$ cat config.mk
export PLATFORM = sky130hd
export DESIGN_NAME = quad_dac_serial_control_port
export DESIGN_NICKNAME = d
export VERILOG_FILES = /design/src/quad_dac_pkg.sv /design/src/quad_dac_serial_control_port.sv
export SDC_FILE = /design/constraint.sdc
export NUM_CORES = 1
export LEC_CHECK = 0
export BUFFER_PORTS_ARGS = -buffer_cell sky130_fd_sc_hd__buf_4
export CORE_MARGIN = 4
export CORE_UTILIZATION = 40
export CTS_BUF_LIST = sky130_fd_sc_hd__clkbuf_8
export DETAILED_ROUTE_END_ITERATION = 7
export GPL_ROUTABILITY_DRIVEN = 0
export GPL_TIMING_DRIVEN = 0
export HOLD_SLACK_MARGIN = 0.03
export PLACE_DENSITY = 0.61
export SETUP_SLACK_MARGIN = 0.05
export SLEW_MARGIN = 10
export SYNTH_ARGS = -nofsm -noshare
export SYNTH_HDL_FRONTEND = slang
export SYNTH_SLANG_ARGS = --single-unit
$ cat constraint.sdc
create_clock -name clock -period 3.21 [get_ports clock]
set_clock_uncertainty 0.15 [all_clocks]
set_input_delay 0.1605 -clock clock [delete_from_list [all_inputs] [get_ports clock]]
set_output_delay 0.1605 -clock clock [all_outputs]
set_load 0.005 [all_outputs]
$ cat src/quad_dac_pkg.sv
// ************************************************************
// frame, register and timing constants
// ************************************************************
package quad_dac_pkg;
   // frame layout
   localparam int          FRAME_BITS   = 24;
   localparam int          DATA_BITS    = 16;
   localparam int          ADDR_BITS    = 4;
   localparam int          CHANNELS     = 4;
   localparam int          RW_POS       = 23;
   localparam int          ADDR_MSB     = 19;
   localparam int          ADDR_LSB     = 16;
   localparam logic [4:0]  FRAME_LEN    = 5'h18;
   localparam logic [3:0]  READ_PAD     = 4'h0;
   localparam logic [23:0] SHIFT_RESET  = 24'h00_0000;

   // register addresses and address groups (upper two address bits)
   localparam logic [3:0]  ADDR_CMD     = 4'h0;
   localparam logic [3:0]  ADDR_MON     = 4'h1;
   localparam logic [1:0]  GRP_CTRL     = 2'h0;
   localparam logic [1:0]  GRP_DAC      = 2'h1;
   localparam logic [1:0]  GRP_ZERO     = 2'h2;
   localparam logic [1:0]  GRP_GAIN     = 2'h3;

   // command register fields
   localparam int          CMD_AB       = 15;
   localparam int          CMD_LD       = 14;
   localparam int          CMD_RST      = 13;
   localparam int          CMD_PDA      = 12;
   localparam int          CMD_PDB      = 11;
   localparam int          CMD_GPIO1    = 9;
   localparam int          CMD_GPIO0    = 8;
   localparam int          CMD_SERIAL_OUT_DISABLE     = 7;
   localparam int          CMD_GAIN_MSB = 5;
   localparam int          CMD_GAIN_LSB = 2;
   localparam logic [15:0] CMD_DEFAULT  = 16'h033C;
   localparam logic [15:0] CMD_KEEP     = 16'h9BFC;

   // monitor register fields
   localparam int          MON_CH_LSB   = 12;
   localparam int          MON_AIN      = 11;
   localparam logic [15:0] MON_KEEP     = 16'hF800;

   // calibration widths
   localparam int          ZERO_BITS    = 9;
   localparam int          GAIN_BITS    = 8;

   // timing
   localparam int          CLOCK_NS     = 5;
   localparam int          RECOVERY_NS  = 50_000;
   localparam int          RECOVERY_CYC = (RECOVERY_NS + CLOCK_NS - 1) / CLOCK_NS;
endpackage : quad_dac_pkg

$ cat src/quad_dac_serial_control_port.sv
// Operation
// - 24-bit frames, MSB first, host clock
// - start at select fall, sample on falls
// - select high: ignore link, output released
// - select rise commits frame to register
// - frame: flag, reserved bits, address, data
// - short frame discarded, nothing updated
// - long frame keeps last 24 bits
// - output disable bit clear after reset
// - overflow bits out, driven on rise
// - read frame queues register for next transfer
// - read data uses write format
// - monitor routes at most one source
// - power-down keeps registers, port alive
// - clearing power-down starts 50us recovery
// - general pins open-drain, low on zero
// - general pin read returns pin level
// - general bits set to one at reset
// - load strobe or load bit updates latches
// - flag 23, zeros 22-20, address, data
// - only written channels reload on load
`timescale 1ns/1ps
module quad_dac_serial_control_port #(
   parameter int RECOVERY_CYCLES = quad_dac_pkg::RECOVERY_CYC
) (
   input  wire logic               clock,
   input  wire logic               sys_rst,
   input  wire logic               chipSelectN,
   input  wire logic               serialClock,
   input  wire logic               serialIn,
   output logic                    serialOut,
   output logic                    serialOutOe,
   input  wire logic               load_strobe_n,
   input  wire logic [1:0]         gpioIn,
   output logic      [1:0]         gpioOut,
   output logic      [1:0]         gpioOe,
   output logic                    group_a_powerdown,
   output logic                    group_b_powerdown,
   output logic                    groupAReady,
   output logic                    groupBReady,
   output logic      [4:0]         monitorSelect,
   output logic                    monitorEnable,
   output logic      [3:0][15:0]   dacLatch,
   output logic      [3:0][8:0]    zeroCode,
   output logic      [3:0][7:0]    gainCode,
   output logic      [3:0]         gainSelect,
   output logic                    abSelect
);
   localparam int RW = $clog2(RECOVERY_CYCLES + 1);
   localparam logic [RW-1:0] REC_LOAD = RW'(RECOVERY_CYCLES);

   // ************************************************************
   // synchronisers
   // ************************************************************
   logic [2:0] csSync_r;
   logic [2:0] sclkSync_r;
   logic [1:0] sdiSync_r;
   logic [2:0] ldSync_r;
   logic [1:0] gpioSync1_r;
   logic [1:0] gpioSync2_r;

   // pin inputs pass two flops; the third stage only feeds edge detection
   always_ff @(posedge clock)
   begin
      csSync_r    <= {csSync_r[1:0], chipSelectN};
      sclkSync_r  <= {sclkSync_r[1:0], serialClock};
      sdiSync_r   <= {sdiSync_r[0], serialIn};
      ldSync_r    <= {ldSync_r[1:0], load_strobe_n};
      gpioSync1_r <= gpioIn;
      gpioSync2_r <= gpioSync1_r;
   end

   logic csLow;
   logic csFall;
   logic csRise;
   logic sclkFall;
   logic sclkRise;
   logic ldLow;
   logic ldFall;

   // edges seen on the clean stages only
   assign csLow    = ~csSync_r[1];
   assign csFall   = csSync_r[2] & ~csSync_r[1];
   assign csRise   = ~csSync_r[2] & csSync_r[1];
   assign sclkFall = sclkSync_r[2] & ~sclkSync_r[1];
   assign sclkRise = ~sclkSync_r[2] & sclkSync_r[1];
   assign ldLow    = ~ldSync_r[1];
   assign ldFall   = ldSync_r[2] & ~ldSync_r[1];

   // ************************************************************
   // state
   // ************************************************************
   logic [23:0]   shift_r,    shift_nxt;
   logic [4:0]    count_r,    count_nxt;
   logic          readPend_r, readPend_nxt;
   logic [3:0]    readAddr_r, readAddr_nxt;
   logic [15:0]   cmd_r,      cmd_nxt;
   logic [15:0]   mon_r,      mon_nxt;
   logic [15:0]   dacIn_r     [4];
   logic [15:0]   dacIn_nxt   [4];
   logic [15:0]   latch_r     [4];
   logic [15:0]   latch_nxt   [4];
   logic [8:0]    zero_r      [4];
   logic [8:0]    zero_nxt    [4];
   logic [7:0]    gain_r      [4];
   logic [7:0]    gain_nxt    [4];
   logic [3:0]    dirty_r,    dirty_nxt;
   logic          sdo_r,      sdo_nxt;
   logic          sdoOe_r,    sdoOe_nxt;
   logic          softRst_r,  softRst_nxt;
   logic [RW-1:0] recA_r,     recA_nxt;
   logic [RW-1:0] recB_r,     recB_nxt;
   logic [4:0]    monSel_r,   monSel_nxt;
   logic [1:0]    gpioOe_r,   gpioOe_nxt;
   logic          loadEvt;
   logic          commit;

   // monitor source: lowest channel first, auxiliary input last
   function automatic logic [4:0] pickSource(input logic [15:0] mon);
      logic [4:0] sel;
      sel = 5'h00;
      for (int i = quad_dac_pkg::CHANNELS - 1; i >= 0; i--)
      begin
         if (mon[quad_dac_pkg::MON_CH_LSB + i])
            sel = 5'(1 << i);
      end
      if (sel == 5'h00 && mon[quad_dac_pkg::MON_AIN])
         sel = 5'h10;
      return sel;
   endfunction : pickSource

   // read-back value; general bits show the pin, self-clearing bits read zero
   // general bits read pin level
   function automatic logic [15:0] readValue(input logic [3:0] addr);
      logic [15:0] v;
      logic [1:0]  idx;
      v   = 16'h0000;
      idx = addr[1:0];
      if (addr == quad_dac_pkg::ADDR_CMD)
      begin
         v = cmd_r & quad_dac_pkg::CMD_KEEP;
         v[quad_dac_pkg::CMD_GPIO0] = gpioSync2_r[0];
         v[quad_dac_pkg::CMD_GPIO1] = gpioSync2_r[1];
      end
      else if (addr == quad_dac_pkg::ADDR_MON)
         v = mon_r;
      else if (addr[3:2] == quad_dac_pkg::GRP_DAC)
         v = dacIn_r[idx];
      else if (addr[3:2] == quad_dac_pkg::GRP_ZERO)
         v = {7'h00, zero_r[idx]};
      else if (addr[3:2] == quad_dac_pkg::GRP_GAIN)
         v = {8'h00, gain_r[idx]};
      return v;
   endfunction : readValue

   // ************************************************************
   // next-state logic
   // ************************************************************
   always_comb
   begin
      logic [3:0]  addr;
      logic [15:0] data;
      logic [1:0]  idx;
      addr         = shift_r[quad_dac_pkg::ADDR_MSB:quad_dac_pkg::ADDR_LSB];
      data         = shift_r[quad_dac_pkg::DATA_BITS-1:0];
      idx          = addr[1:0];
      shift_nxt    = shift_r;
      count_nxt    = count_r;
      readPend_nxt = readPend_r;
      readAddr_nxt = readAddr_r;
      cmd_nxt      = cmd_r;
      mon_nxt      = mon_r;
      dacIn_nxt    = dacIn_r;
      latch_nxt    = latch_r;
      zero_nxt     = zero_r;
      gain_nxt     = gain_r;
      dirty_nxt    = dirty_r;
      sdo_nxt      = sdo_r;
      softRst_nxt  = 1'b0;
      loadEvt      = ldFall;
      // count saturates, shift keeps last 24
      if (sclkFall && csLow)
      begin
         shift_nxt = {shift_r[22:0], sdiSync_r[1]};
         if (count_r != quad_dac_pkg::FRAME_LEN)
            count_nxt = count_r + 5'h01;
      end
      // outgoing bit changes on the rise
      if (sclkRise && csLow)
         sdo_nxt = shift_r[23];
      // queued register loads at next frame start
      // same layout as a write frame
      if (csFall)
      begin
         count_nxt = 5'h00;
         if (readPend_r)
         begin
            shift_nxt    = {quad_dac_pkg::READ_PAD, readAddr_r, readValue(readAddr_r)};
            readPend_nxt = 1'b0;
         end
         sdo_nxt = shift_nxt[23];
      end
      commit = csRise && (count_r == quad_dac_pkg::FRAME_LEN);
      if (commit)
      begin
         if (shift_r[quad_dac_pkg::RW_POS])
         begin
            readPend_nxt = 1'b1;
            readAddr_nxt = addr;
         end
         else if (addr == quad_dac_pkg::ADDR_CMD)
         begin
            cmd_nxt     = data & quad_dac_pkg::CMD_KEEP;
            loadEvt     = loadEvt | data[quad_dac_pkg::CMD_LD];
            softRst_nxt = data[quad_dac_pkg::CMD_RST];
         end
         else if (addr == quad_dac_pkg::ADDR_MON)
            mon_nxt = data & quad_dac_pkg::MON_KEEP;
         else if (addr[3:2] == quad_dac_pkg::GRP_DAC)
         begin
            dacIn_nxt[idx] = data;
            // held-low strobe updates this channel at once
            if (ldLow)
               latch_nxt[idx] = data;
            else
               dirty_nxt[idx] = 1'b1;
         end
         else if (addr[3:2] == quad_dac_pkg::GRP_ZERO)
            zero_nxt[idx] = data[quad_dac_pkg::ZERO_BITS-1:0];
         else if (addr[3:2] == quad_dac_pkg::GRP_GAIN)
            gain_nxt[idx] = data[quad_dac_pkg::GAIN_BITS-1:0];
      end
      // strobe fall or load bit moves inputs
      // only dirty channels; a same-cycle write is included
      if (loadEvt)
      begin
         for (int c = 0; c < quad_dac_pkg::CHANNELS; c++)
         begin
            if (dirty_nxt[c])
               latch_nxt[c] = dacIn_nxt[c];
         end
         dirty_nxt = 4'h0;
      end
   end

   // output released whenever select is high
   // open-drain: enable when bit is zero
   // recovery timer starts on power-down clear
   always_comb
   begin
      sdoOe_nxt  = csLow & ~cmd_r[quad_dac_pkg::CMD_SERIAL_OUT_DISABLE];
      monSel_nxt = pickSource(mon_r);
      gpioOe_nxt = ~{cmd_r[quad_dac_pkg::CMD_GPIO1], cmd_r[quad_dac_pkg::CMD_GPIO0]};
      recA_nxt   = (recA_r != '0) ? recA_r - RW'(1) : recA_r;
      recB_nxt   = (recB_r != '0) ? recB_r - RW'(1) : recB_r;
      if (cmd_r[quad_dac_pkg::CMD_PDA] && !cmd_nxt[quad_dac_pkg::CMD_PDA])
         recA_nxt = REC_LOAD;
      if (cmd_r[quad_dac_pkg::CMD_PDB] && !cmd_nxt[quad_dac_pkg::CMD_PDB])
         recB_nxt = REC_LOAD;
   end

   // ************************************************************
   // registers
   // ************************************************************
   // software reset acts like the pin one cycle after its frame commits
   // general bits come up at one
   always_ff @(posedge clock)
   begin
      if (sys_rst || softRst_r)
      begin
         shift_r    <= quad_dac_pkg::SHIFT_RESET;
         count_r    <= 5'h00;
         readPend_r <= 1'b0;
         readAddr_r <= 4'h0;
         cmd_r      <= quad_dac_pkg::CMD_DEFAULT;
         mon_r      <= 16'h0000;
         dacIn_r    <= '{default: 16'h0000};
         latch_r    <= '{default: 16'h0000};
         zero_r     <= '{default: 9'h000};
         gain_r     <= '{default: 8'h00};
         dirty_r    <= 4'h0;
         sdo_r      <= 1'b0;
         sdoOe_r    <= 1'b0;
         softRst_r  <= 1'b0;
         recA_r     <= '0;
         recB_r     <= '0;
         monSel_r   <= 5'h00;
         gpioOe_r   <= 2'h0;
      end
      else
      begin
         shift_r    <= shift_nxt;
         count_r    <= count_nxt;
         readPend_r <= readPend_nxt;
         readAddr_r <= readAddr_nxt;
         cmd_r      <= cmd_nxt;
         mon_r      <= mon_nxt;
         dacIn_r    <= dacIn_nxt;
         latch_r    <= latch_nxt;
         zero_r     <= zero_nxt;
         gain_r     <= gain_nxt;
         dirty_r    <= dirty_nxt;
         sdo_r      <= sdo_nxt;
         sdoOe_r    <= sdoOe_nxt;
         softRst_r  <= softRst_nxt;
         recA_r     <= recA_nxt;
         recB_r     <= recB_nxt;
         monSel_r   <= monSel_nxt;
         gpioOe_r   <= gpioOe_nxt;
      end
   end

   // outputs come from flops except gpioOut, which is tied low; ready and monitor enable pass through a little decode
   // power-down touches only these outputs
   assign serialOut         = sdo_r;
   assign serialOutOe       = sdoOe_r;
   assign gpioOut           = 2'h0;           // open-drain pins only ever pull low
   assign gpioOe            = gpioOe_r;
   assign group_a_powerdown = cmd_r[quad_dac_pkg::CMD_PDA];
   assign group_b_powerdown = cmd_r[quad_dac_pkg::CMD_PDB];
   assign groupAReady       = ~cmd_r[quad_dac_pkg::CMD_PDA] & (recA_r == '0);
   assign groupBReady       = ~cmd_r[quad_dac_pkg::CMD_PDB] & (recB_r == '0);
   assign monitorSelect     = monSel_r;
   assign monitorEnable     = |monSel_r;
   assign gainSelect        = cmd_r[quad_dac_pkg::CMD_GAIN_MSB:quad_dac_pkg::CMD_GAIN_LSB];
   assign abSelect          = cmd_r[quad_dac_pkg::CMD_AB];
   always_comb
   begin
      for (int c = 0; c < quad_dac_pkg::CHANNELS; c++)
      begin
         dacLatch[c] = latch_r[c];
         zeroCode[c] = zero_r[c];
         gainCode[c] = gain_r[c];
      end
   end
endmodule : quad_dac_serial_control_port

==> impl_results.md <==
- Crit path from: shift_r[18]
- Core Area: 33530 um^2
- Tmin final: slightly below 3 ns
- Die width: 192.3 um
- Slew @ Worst Pin: roughly 0.96 ns
- Hold Path Class: in2reg
- Post-synth EDFFs: 0
- Sink Count: 303
- Worst setup EP type: flip-flop
- Commonest non-fill, non-tap cell in the layout: dfxtp_1
- Setup CP Type: reg2reg
- Peak supply drop: between 0.3 and 0.4 mV
- Worst-path clk slew: about 0.06 ns
- Initial antenna violation count: 0
- Total CTS buffers: 54
- Share of cells above drive strength 1: 21.68%
- Drt pass-1 iters: 5
- Total chip power: 8.891 mW
- Hold Crit Depth: 2
- Clock Path Buffers: 3
- Reg2reg path depth: 10
- Register area share after synthesis: between 40 and 50%
- Layout Nets: 1627
- Initial DRC count: slightly below 800
- LEAKAGE: between 6 and 7 nW
- CTS tree: built
- Die height: roughly 190 um
- Synth cell types: 64
- Final WL: 44.18 mm
- Final hold vios: 0
- Placed Area: 15340 um^2
- RSZ-0062 raised after global routing: no
- Mapped Cells: 1385
- Initial Util: roughly two fifths
- Final Cycle Share: 92.60%
- Vias in the first global route: 11.42k
- Area grow syn2layout: 21.97%
- Status: finished clean
- Row Count: between 60 and 70
- Post-route cell area: ~17000 um^2
- Crit-path max FO: 10
- Vias post-DR: approximately 12k
- I/O pin total: ~160
- Power density cells: 536.6 nW/um^2
- Ys Warns: 0
- Synth Flop Type: dfxtp_1
- Mean Syn Cell Area: 9.809 um^2
- Final WS setup: roughly 0.24 ns
- Highest-count cells in the layout ignoring fill and taps: dfxtp_1, nor2_1, mux2i_1, buf_4, nand2_1
- I/O Buffers: approximately 160
- Total track usage: a little under a quarter
- Flops & latches, synth: about 300
- Achievable Freq: 336.4 MHz
- HPWL after DPL: 32.68 mm
- Capturing point of the worst reg2reg path: dacLatch[42]
- # setup viols final: 0
- Setup crit end: dacLatch[42]
- Arrival time worst endpoint: about 3.3 ns
- Reg2reg start: shift_r[18]
- Setup_tns: 0 ns
- Maxcap violations: 0
- Dpl ws: 0.1493 ns
- DRC: 0
- Slew HR: 36.12%
- First-pass GRT wire length: 66.65 mm
- Number of antenna diodes: 0
- Reg-to-reg slack, setup: between 0.2 and 0.25 ns
- Die Footprint: roughly 37000 um^2
- Largest net degree at the start of global routing: 14
- Worst EP required: 3.55 ns
- Total grt overflow: 0
- Synthesized area: 13590 um^2
- Post-route ant nets: 0
- CTS root buffer: clkbuf_8
- Async S/R FF share, synth: 0%
- H-tree depth: 2
- WL per Instance: 21.05 um
- Setup crit start kind: flip-flop
- Clk_lat worst skew: 0.60 ns
- Slew Limit Fails: 0
- Vias per cell: 5.508
## state kept, by name (all words and copies together) (netlist names), 5 cells and up
| signal | flops |
|---|---|
| cmd_r | 11 |
| gainCode | 32 |
| mon_r | 5 |
| count_r | 5 |
| recB_r | 14 |
| monitorSelect | 5 |
| zeroCode | 36 |
| shift_r | 24 |
| dacIn_r | 64 |
| dacLatch | 64 |
| recA_r | 14 |
## through the flow
step / instances / hold slack [ns] / util, %
2_1_floorplan: 1386 / 0.03822 / -
3_3_place_gp: 1992 / 0.1169 / 45.74
3_5_place_dp: 1992 / 0.1169 / 45.74
4_1_cts: 2099 / 0.03026 / 49.37
5_1_grt: 2099 / 0.05464 / 49.41
6_report: 2099 / 0.06492 / 49.41
## area by class of cell
| cell class | count | area (um^2) |
|---|---|---|
| timing repair buffer | 167 | 1276 |
| inverter | 14 | 52.55 |
| tap | 448 | 560.5 |
| buffer | 132 | 646.9 |
| clock buffer | 72 | 991.0 |
| clock inverter | 26 | 137.6 |
| multi-input combinational | 937 | 6839 |
| sequential | 303 | 6066 |
| fill | 3198 | 16960 |
## cell usage after synthesis, types with 14 or more instances
cell	number	area, um^2
dfxtp_1	303	6066
nor2_1	191	716.9
mux2i_1	187	1872
nand2_1	100	375.4
clkbuf_1	79	296.5
nor3b_1	65	488.0
nand3_1	59	295.3
a21oi_1	38	190.2
a311oi_1	38	332.8
buf_2	32	160.2
mux4_2	31	698.2
a211oi_1	28	210.2
xor2_1	18	157.7
nor2b_1	17	106.4
nor3_1	17	85.08
inv_1	14	52.55
## cell families after synthesis
logic type / synth area share (%)
AO/OA/AOI/OAI: 8.722
XOR/XNOR: 1.547
adder cells (fa/ha/maj): 0.9210
buffers and inverters: 5.084
flip-flops: 44.65
multiplexers: 19.08
other: 0.02760
AND/OR/NAND/NOR: 19.97
## worst min path at each step
| stage | from | endpoint | slack (ns) |
|---|---|---|---|
| global placement | gpioIn[0] | gpioSync1_r[0] | 0.12 |
| finish | serialIn | sdiSync_r[0] | 0.06 |
| global route | serialIn | sdiSync_r[0] | 0.05 |
| CTS | serialIn | sdiSync_r[0] | 0.03 |
| detailed placement | serialIn | sdiSync_r[0] | 0.12 |
| floorplan | chipSelectN | csSync_r[0] | 0.04 |
## repair_timing
action	in CTS	in global routing
hold endpoints to repair	14	0
setup endpoints to repair	0	7
hold buffers	9	0
gates resized for setup	0	7
setup buffers	0	0
## metal layers
metal / global-route usage [%] / vias up / share of wire, %
met5: 0 / - / 0
met4: 7.296 / 0 / 3.0
met3: 4.233 / 95 / 6.3
met2: 37.29 / 389 / 46
met1: 32.11 / 5676 / 44
li1: - / 5401 / -
## worst max-delay path, cell delays in order, from the launching register on
cell	delay, ns
dfxtp_1	0.46
inv_1	0.10
ha_1	0.20
buf_2	0.17
and2b_2	0.27
nor2b_2	0.25
a31oi_1	0.32
or2_1	0.33
buf_2	0.18
buf_2	0.20
a311oi_1	0.23
## power by group
part	leakage, nW	internal [mW]	switching [mW]
Combinational	3.72	0.468	0.642
Sequential	2.45	3.93	0.158
Clock	0.648	2.07	1.62
Total	6.82	6.47	2.42
(Power assumes the default switching activity.)
